--- config.mk ---
export PLATFORM = sky130hd
export DESIGN_NAME = power_mode_and_reset_sequencer
export DESIGN_NICKNAME = d
export VERILOG_FILES = /design/src/logic/power_mode_and_reset_sequencer.v
export VERILOG_INCLUDE_DIRS = /design/src /design/src/logic
export SDC_FILE = /design/constraint.sdc
export NUM_CORES = 1
export LEC_CHECK = 0
export BUFFER_PORTS_ARGS = -buffer_cell sky130_fd_sc_hd__clkbuf_2
export CELL_PAD_IN_SITES_DETAIL_PLACEMENT = 0
export CELL_PAD_IN_SITES_GLOBAL_PLACEMENT = 1
export CORE_MARGIN = 2
export CORE_UTILIZATION = 30
export DETAILED_ROUTE_END_ITERATION = 10
export PLACE_DENSITY_LB_ADDON = 0.1
export SETUP_SLACK_MARGIN = 0.5
export SKIP_CTS_REPAIR_TIMING = 1
export SYNTH_ARGS = -nofsm -noshare
export SYNTH_HDL_FRONTEND = slang
export SYNTH_SLANG_ARGS = --single-unit
--- constraint.sdc ---
create_clock -name pclk -period 7 [get_ports pclk]
set_clock_uncertainty 0.2 [all_clocks]
set_input_delay 0.7 -clock pclk [delete_from_list [all_inputs] [get_ports pclk]]
set_output_delay 0.7 -clock pclk [all_outputs]
set_load 0.02 [all_outputs]
--- src/logic/pwr_seq_regs.vh ---
// register offsets, fields, reset values and timing counts of the power and reset sequencer
`ifndef PWR_SEQ_REGS_VH
`define PWR_SEQ_REGS_VH

// register byte offsets
`define SYSCTL_OFS         12'h000
`define STOPDIS_OFS        12'h004
`define STATUS_OFS         12'h008

// system_control_reg fields
`define CTL_SW_RESET_BIT   0
`define CTL_RELAX_SEL_BIT  1
`define CTL_PLL_PD_BIT     2
`define CTL_OSC_STBY_BIT   3
`define CTL_REG_STBY_BIT   4
`define CTL_OSC_PD_BIT     5
`define CTL_EXT_CLK_BIT    6
`define CTL_RESET_VAL      7'h00

// status fields
`define STS_MODE_LSB       0
`define STS_CLKGEN_BIT     4
`define STS_PERIPH_BIT     5
`define STS_CORE_BIT       6

// mode codes
`define MODE_RUN           3'h0
`define MODE_WAIT          3'h1
`define MODE_STOP          3'h2
`define MODE_STANDBY       3'h3
`define MODE_PDOWN         3'h4

// timing counts
`define POR_EXT_CYCLES     7'h40
`define CLKGEN_CYCLES      6'h20
`define PERIPH_CYCLES      6'h20
`define CORE_CYCLES        6'h20
`define SYNC_RST_CYCLES    2'h3
`define WDOG_DIV           11'h400

`endif

--- src/logic/power_mode_and_reset_sequencer.v ---
// power mode controller and staged reset generator with apb register access
`timescale 1ns/1ps
`include "pwr_seq_regs.vh"
module power_mode_and_reset_sequencer #(
    parameter NPERIPH = 8
) (
    // clock and power-on reset (pclk is the oscillator clock)
    input  wire               pclk,
    input  wire               presetn,
    // apb slave
    input  wire               psel,
    input  wire               penable,
    input  wire               pwrite,
    input  wire [11:0]        paddr,
    input  wire [31:0]        pwdata,
    output reg  [31:0]        prdata,
    output reg                pready,
    output reg                pslverr,
    // reset sources
    input  wire               ext_reset_n,
    input  wire               watchdog_timeout_reset,
    input  wire               watchdog_clock_loss_reset,
    // system clock cycle marker
    input  wire               sys_tick,
    // core and wake events
    input  wire               wait_exec,
    input  wire               stop_exec,
    input  wire               any_irq,
    input  wire               stop_irq,
    input  wire               low_voltage_irq,
    input  wire               debug_req,
    // resets out (active high)
    output reg                jtag_reset,
    output reg                clock_gen_reset,
    output reg                peripheral_reset,
    output reg                core_reset,
    // clock controls out
    output reg  [2:0]         mode,
    output reg                master_clk_en,
    output reg                core_clk_en,
    output reg                mem_clk_en,
    output reg                hs_clk_en,
    output reg  [NPERIPH-1:0] periph_clk_en,
    output reg                relaxation_source_select,
    output reg                pll_power_down,
    output reg                oscillator_standby,
    output reg                regulator_standby,
    output reg                oscillator_power_down,
    output reg                ext_standby_clk_sel,
    output reg                watchdog_tick
);

    localparam ST_RUN  = 2'd0;
    localparam ST_WAIT = 2'd1;
    localparam ST_STOP = 2'd2;

    wire               arst_n = presetn & ext_reset_n;
    reg  [6:0]         por_cnt_q;
    reg                por_str_q;
    reg                sw_rst_q;
    reg                wd_rst_q;
    reg  [1:0]         srst_cnt_q;
    reg                srst_q;
    reg  [5:0]         cg_cnt_q;
    reg                cg_q;
    reg  [5:0]         pr_cnt_q;
    reg                pr_q;
    reg  [5:0]         cr_cnt_q;
    reg                cr_q;
    reg  [6:0]         ctl_q;
    reg  [NPERIPH-1:0] stopdis_q;
    reg  [1:0]         st_q;
    reg  [1:0]         st_d;
    reg  [10:0]        wd_div_q;
    reg  [2:0]         mode_d;
    wire               comb = por_str_q | sw_rst_q | wd_rst_q;
    wire               standby = ctl_q[`CTL_RELAX_SEL_BIT] & ctl_q[`CTL_PLL_PD_BIT] &
                                 ctl_q[`CTL_OSC_STBY_BIT];
    wire               pdown = standby & ctl_q[`CTL_OSC_PD_BIT];
    wire               wr = psel & penable & pready & pwrite;

    // power-on stretcher, counts oscillator cycles, only presetn touches it
    always @(posedge pclk or negedge presetn) begin
        if (!presetn) begin
            por_cnt_q <= 7'h00;
            por_str_q <= 1'b1;
        end else if (por_str_q) begin
            por_cnt_q <= por_cnt_q + 7'h01;
            if (por_cnt_q == `POR_EXT_CYCLES - 7'h01) begin
                por_str_q <= 1'b0;
            end
        end
    end

    // synchronous reset generator for software and watchdog reset logic
    always @(posedge pclk or negedge arst_n) begin
        if (!arst_n) begin
            srst_cnt_q <= 2'h0;
            srst_q     <= 1'b1;
        end else if (comb) begin
            srst_cnt_q <= 2'h0;
            srst_q     <= 1'b1;
        end else if (srst_q) begin
            srst_cnt_q <= srst_cnt_q + 2'h1;
            if (srst_cnt_q == `SYNC_RST_CYCLES - 2'h1) begin
                srst_q <= 1'b0;
            end
        end
    end

    // synchronous reset sources, latched until the reset generator clears them
    always @(posedge pclk or negedge arst_n) begin
        if (!arst_n) begin
            sw_rst_q <= 1'b0;
            wd_rst_q <= 1'b0;
        end else if (srst_q) begin
            sw_rst_q <= 1'b0;
            wd_rst_q <= 1'b0;
        end else begin
            if (wr && paddr == `SYSCTL_OFS && pwdata[`CTL_SW_RESET_BIT]) begin
                sw_rst_q <= 1'b1;
            end
            if (watchdog_timeout_reset | watchdog_clock_loss_reset) begin
                wd_rst_q <= 1'b1;
            end
        end
    end

    // staged release: clock-gen on oscillator cycles, then two system-cycle stages
    always @(posedge pclk or negedge arst_n) begin
        if (!arst_n) begin
            cg_cnt_q <= 6'h00;
            cg_q     <= 1'b1;
            pr_cnt_q <= 6'h00;
            pr_q     <= 1'b1;
            cr_cnt_q <= 6'h00;
            cr_q     <= 1'b1;
        end else if (comb) begin
            cg_cnt_q <= 6'h00;
            cg_q     <= 1'b1;
            pr_cnt_q <= 6'h00;
            pr_q     <= 1'b1;
            cr_cnt_q <= 6'h00;
            cr_q     <= 1'b1;
        end else begin
            if (cg_q) begin
                cg_cnt_q <= cg_cnt_q + 6'h01;
                if (cg_cnt_q == `CLKGEN_CYCLES - 6'h01) begin
                    cg_q <= 1'b0;
                end
            end else if (pr_q && sys_tick) begin
                pr_cnt_q <= pr_cnt_q + 6'h01;
                if (pr_cnt_q == `PERIPH_CYCLES - 6'h01) begin
                    pr_q <= 1'b0;
                end
            end else if (!pr_q && cr_q && sys_tick) begin
                cr_cnt_q <= cr_cnt_q + 6'h01;
                if (cr_cnt_q == `CORE_CYCLES - 6'h01) begin
                    cr_q <= 1'b0;
                end
            end
        end
    end

    // reset outputs change on the falling edge to avoid skew
    always @(negedge pclk or negedge arst_n) begin
        if (!arst_n) begin
            clock_gen_reset  <= 1'b1;
            peripheral_reset <= 1'b1;
            core_reset       <= 1'b1;
        end else begin
            clock_gen_reset  <= cg_q | comb;
            peripheral_reset <= pr_q | comb;
            core_reset       <= cr_q | comb;
        end
    end

    always @(negedge pclk or negedge presetn) begin
        if (!presetn) begin
            jtag_reset <= 1'b1;
        end else begin
            jtag_reset <= 1'b0;
        end
    end

    // watchdog time base
    always @(posedge pclk or negedge arst_n) begin
        if (!arst_n) begin
            wd_div_q      <= 11'h000;
            watchdog_tick <= 1'b0;
        end else if (comb) begin
            wd_div_q      <= 11'h000;
            watchdog_tick <= 1'b0;
        end else begin
            watchdog_tick <= (wd_div_q == `WDOG_DIV - 11'h001);
            if (wd_div_q == `WDOG_DIV - 11'h001) begin
                wd_div_q <= 11'h000;
            end else begin
                wd_div_q <= wd_div_q + 11'h001;
            end
        end
    end

    // apb registers
    always @(posedge pclk or negedge arst_n) begin
        if (!arst_n) begin
            ctl_q     <= `CTL_RESET_VAL;
            stopdis_q <= {NPERIPH{1'b0}};
            pready    <= 1'b0;
            pslverr   <= 1'b0;
            prdata    <= 32'h00000000;
        end else if (comb) begin
            ctl_q     <= `CTL_RESET_VAL;
            stopdis_q <= {NPERIPH{1'b0}};
            pready    <= 1'b0;
            pslverr   <= 1'b0;
            prdata    <= 32'h00000000;
        end else begin
            pready  <= psel & ~penable;
            pslverr <= psel & ~penable & (paddr != `SYSCTL_OFS) &
                       (paddr != `STOPDIS_OFS) & (paddr != `STATUS_OFS);
            prdata  <= 32'h00000000;
            if (psel && !penable && !pwrite) begin
                case (paddr)
                    `SYSCTL_OFS:  prdata <= {25'h0000000, ctl_q[6:1], 1'b0};
                    `STOPDIS_OFS: prdata <= {{(32-NPERIPH){1'b0}}, stopdis_q};
                    `STATUS_OFS:  prdata <= {25'h0000000, cr_q, pr_q, cg_q, 1'b0, mode};
                    default:      prdata <= 32'h00000000;
                endcase
            end
            if (wr && paddr == `SYSCTL_OFS) begin
                ctl_q <= {pwdata[6:1], 1'b0};
            end
            if (wr && paddr == `STOPDIS_OFS) begin
                stopdis_q <= pwdata[NPERIPH-1:0];
            end
        end
    end

    // wait/stop state, usable also under standby clocking
    always @* begin
        st_d = st_q;
        case (st_q)
            ST_RUN: begin
                if (!pdown && stop_exec) begin
                    st_d = ST_STOP;
                end else if (!pdown && wait_exec) begin
                    st_d = ST_WAIT;
                end
            end
            ST_WAIT: begin
                if (any_irq | debug_req) begin
                    st_d = ST_RUN;
                end
            end
            ST_STOP: begin
                if (stop_irq | low_voltage_irq | debug_req) begin
                    st_d = ST_RUN;
                end
            end
            default: st_d = ST_RUN;
        endcase
        if (pdown) begin
            st_d = ST_RUN;
        end
        mode_d = `MODE_RUN;
        if (pdown) begin
            mode_d = `MODE_PDOWN;
        end else if (st_d == ST_WAIT) begin
            mode_d = `MODE_WAIT;
        end else if (st_d == ST_STOP) begin
            mode_d = `MODE_STOP;
        end else if (standby) begin
            mode_d = `MODE_STANDBY;
        end
    end

    // clock gates; reset of any source returns to run
    always @(posedge pclk or negedge arst_n) begin
        if (!arst_n) begin
            st_q          <= ST_RUN;
            mode          <= `MODE_RUN;
            master_clk_en <= 1'b1;
            core_clk_en   <= 1'b1;
            mem_clk_en    <= 1'b1;
            hs_clk_en     <= 1'b1;
        end else if (comb) begin
            st_q          <= ST_RUN;
            mode          <= `MODE_RUN;
            master_clk_en <= 1'b1;
            core_clk_en   <= 1'b1;
            mem_clk_en    <= 1'b1;
            hs_clk_en     <= 1'b1;
        end else begin
            st_q          <= st_d;
            mode          <= mode_d;
            master_clk_en <= !pdown;
            core_clk_en   <= !pdown && st_d == ST_RUN;
            mem_clk_en    <= !pdown && st_d == ST_RUN;
            hs_clk_en     <= !standby && st_d != ST_STOP;
        end
    end

    genvar gi;
    generate
        for (gi = 0; gi < NPERIPH; gi = gi + 1) begin : g_pclk
            always @(posedge pclk or negedge arst_n) begin
                if (!arst_n) begin
                    periph_clk_en[gi] <= 1'b1;
                end else begin
                    periph_clk_en[gi] <= comb | (!pdown && (st_d != ST_STOP ||
                                         stopdis_q[gi]));
                end
            end
        end
    endgenerate

    // standby control pins driven from the control register
    always @(posedge pclk or negedge arst_n) begin
        if (!arst_n) begin
            relaxation_source_select <= 1'b0;
            pll_power_down           <= 1'b0;
            oscillator_standby       <= 1'b0;
            regulator_standby        <= 1'b0;
            oscillator_power_down    <= 1'b0;
            ext_standby_clk_sel      <= 1'b0;
        end else begin
            relaxation_source_select <= ctl_q[`CTL_RELAX_SEL_BIT];
            pll_power_down           <= ctl_q[`CTL_PLL_PD_BIT];
            oscillator_standby       <= ctl_q[`CTL_OSC_STBY_BIT];
            regulator_standby        <= ctl_q[`CTL_REG_STBY_BIT];
            oscillator_power_down    <= ctl_q[`CTL_OSC_PD_BIT];
            ext_standby_clk_sel      <= ctl_q[`CTL_EXT_CLK_BIT];
        end
    end

endmodule // power_mode_and_reset_sequencer

==> key figures <==
Place
  – Place WS: 1940 ps
  – Port Buf Inserts: 70
  – Placed cells: 617
  – GPL Wtd Cong: 0.704
  – Post-DP HPWL: slightly above 6000 µm

Cells and area
  – Share of layout cells above drive strength 1: 0.265
  – Footprint of the multi-input gates: between 1500 and 2000 µm²
  – Post-Layout Cell Count: 636
  – # fillers: 1397
  – Layout area overhead: 17.6%
  – Diode count: 0
  – Register area: 2430 µm²
  – Core Util, Final: 0.360
  – Final net count: ~520
  – Most frequent cells in the layout: 76 x dfrtp_1, 70 x clkbuf_2, 64 x nor2_1, 25 x conb_1, 23 x mux2i_1
  – Commonest non-fill, non-tap cell in the layout: dfrtp_1

Timing
  – Final WS setup: 1540 ps
  – RSZ-0062 raised after global routing: no
  – Hold slack: roughly 12 ps
  – Total negative setup slack: 0 ps
  – Max Slew Vio Count: 0
  – Hold Fails Final Rpt: 0
  – Slew @ Worst Pin: 1110 ps
  – Slew HR: 0.247
  – Final setup vio count: 0

Synth
  – Async set or reset register ratio after synthesis: 1.00
  – Ranking of synthesized cells by area: dfrtp_1 45%, dfstp_2 12%, nor2_1 5.7%, mux2i_1 5.4%, buf_4 4.8%
  – Post-synth top flop: dfrtp_1
  – Yosys reg bits: 96
  – Post-synth EDFFs: 0
  – Synth unique cells: 41
  – Syn avg cell area: 11.2 µm²
  – Syn Inst Count: 379
  – Share of Yosys cell area claimed by the top area cell type: 0.449
  – Syn. warnings: 0
  – Cell area after synthesis: roughly 4200 µm²
  – Area leader, netlist: dfrtp_1
  – Sequential fraction of the synthesis area: 0.573

Power
  – Comb power frac: 0.190
  – Maximum vdd drop: 0.106 mV
  – Leakage Power: about 2.4 nW
  – Clk pwr share: 0.343
  – Sequential share of power: 0.467
  – Pwr/cell area: between 200 and 300 nW/µm²
  – Sw Ratio: 0.309
  – Int Power: 1.01 mW
  – NetSw: 452 µW

Setup path
  – Worst R2R Setup Slack: around 2500 ps
  – Critical Path Start: core_reset
  – Levels on crit path: 1
  – CP required: 6100 ps
  – Worst path bufs/invs: 1
  – Worst r2r src: sw_rst_q
  – Worst EP arrival: 4560 ps
  – Setup crit end: core_reset
  – CP max stage delay: 510 ps
  – CP max-delay cell: dfstp_2
  – Critical path startpoint category: flop
  – Kind of critical path: flop to output port
  – R2R cell count: 2
  – Largest delay share family, worst path: flip-flops
  – Largest driver fanout on the critical path: 1
  – Crit-path cells: clkbuf_2
  – Crit end category: output port
  – RR Endpoint: peripheral_reset

Clock tree
  – CTS tree: built
  – Clock Sinks: 96
  – Clock-pin slew on the worst setup and hold paths: 60 ps
  – Htree depth: 3
  – Clock Root Buffer: clkbuf_16
  – Clk_lat worst skew: 340 ps
  – Maximum buffer depth of the clock tree: 2
  – Cts bufs inserted: 9

Route
  – Routed Antenna Nets: 0
  – DR vias/cell: 4.40
  – Routed len/inst: 13.9 µm
  – Vias: 2801
  – Wirelength, routed: between 8000 and 9000 µm
  – Drt first-iter violations: around 130
  – Drc violations: 0
  – Drt first pass iters: 4

Floorplan
  – Die Wd: 123 µm
  – Row count: 43
  – Starting Density: 0.306
  – Die H: 123 µm
  – Io pins: 119
  – Die area: 15100 µm²
  – CORE AREA: 13800 µm²

Global routing
  – Vias in the first global route: 2778
  – Pin count of the biggest net entering global routing: 64
  – Total gr overflow: 0
  – GRT Overall Usage: 0.129
  – Global-route wire length before repair: between 10000 and 15000 µm
  – Initial antenna violation count: 0

Status
  – Status: finished, final reports clean

Min path
  – Worst hold path class: input pin to async pin

Run
  – Max-cap violations: 0
==> cells in the mapped netlist, types with 3 or more instances <==
cell      count
o21a_1        9
nor2_1       64
nand3b_1      3
nor3_1        6
nor4b_1       3
ha_1          6
dfstp_2      20
nand2b_1      4
nand3_1       8
clkbuf_1      8
nand2_1      22
mux2i_1      23
xnor2_1      16
dfrtp_1      76
inv_1         9
or3_1         3
or4_4         4
xor2_1       12
a21oi_1      10
and3_1        5
nand4_1       9
buf_4        27
o21ai_0       8
==> worst min path at each step <==
stage | startpoint | end | slack, ps | cells after the start
after global placement | ctl_q[4] | regulator_standby | 200 | 0
final | presetn | por_cnt_q[1] | 10 | 1
after floorplan | ctl_q[6] | ext_standby_clk_sel | 170 | 0
after detailed placement | ctl_q[4] | regulator_standby | 190 | 0
after global routing | presetn | por_cnt_q[5] | 20 | 1
after CTS | presetn | por_cnt_q[5] | 5 | 1
==> sequential cells by signal, indices dropped and copies added, names as in the netlist, 2 cells and up <==
signal / count
wd_div_q: 11
periph_clk_en: 8
prdata: 8
stopdis_q: 8
por_cnt_q: 7
cg_cnt_q: 6
cr_cnt_q: 6
ctl_q: 6
pr_cnt_q: 6
mode: 3
srst_cnt_q: 2
st_q: 2
==> power groups by stage <==
stage | Combinational, mW | Sequential [mW] | Clock [mW]
floorplan | 0.177 | 0.716 | 0.00445
global placement | 0.283 | 0.690 | 0.00445
detailed placement | 0.284 | 0.690 | 0.00445
CTS | 0.286 | 0.681 | 0.519
global route | 0.319 | 0.691 | 0.541
finish | 0.278 | 0.682 | 0.500
==> cell families after synthesis <==
group / share of synthesized area
AOI/OAI and AO/OA: 0.0452
muxes: 0.0570
other: 0.000886
buffers and inverters: 0.0674
and+or+nand+nor: 0.181
DFF: 0.573
adders and majority gates: 0.0177
xor gates and xnor gates: 0.0579
==> metrics by stage <==
step | area [µm²] | power [mW]
5_1_grt | 4980 | 1.55
2_1_floorplan | 4320 | 0.897
6_report | 4980 | 1.46
4_1_cts | 4980 | 1.49
3_5_place_dp | 4670 | 0.979
3_3_place_gp | 4670 | 0.977
==> metal layers <==
layer  share of wire  global-route usage  wire, µm  vias up
li1                -                   -         -     1375
met3           0.046              0.0251       405       11
met5               0                   0         0        -
met1            0.47               0.172      4170     1352
met4           0.019              0.0625       171        0
met2            0.47               0.199      4130       63
==> layout make-up <==
cell class | count | share of cell area
timing repair buffer | 72 | 0.0734
multi-input combinational | 260 | 0.325
inverter | 8 | 0.00603
tap | 180 | 0.0452
clock inverter | 11 | 0.0171
sequential | 96 | 0.488
clock buffer | 9 | 0.0452
Note: power is estimated with default switching activity, not from simulation.
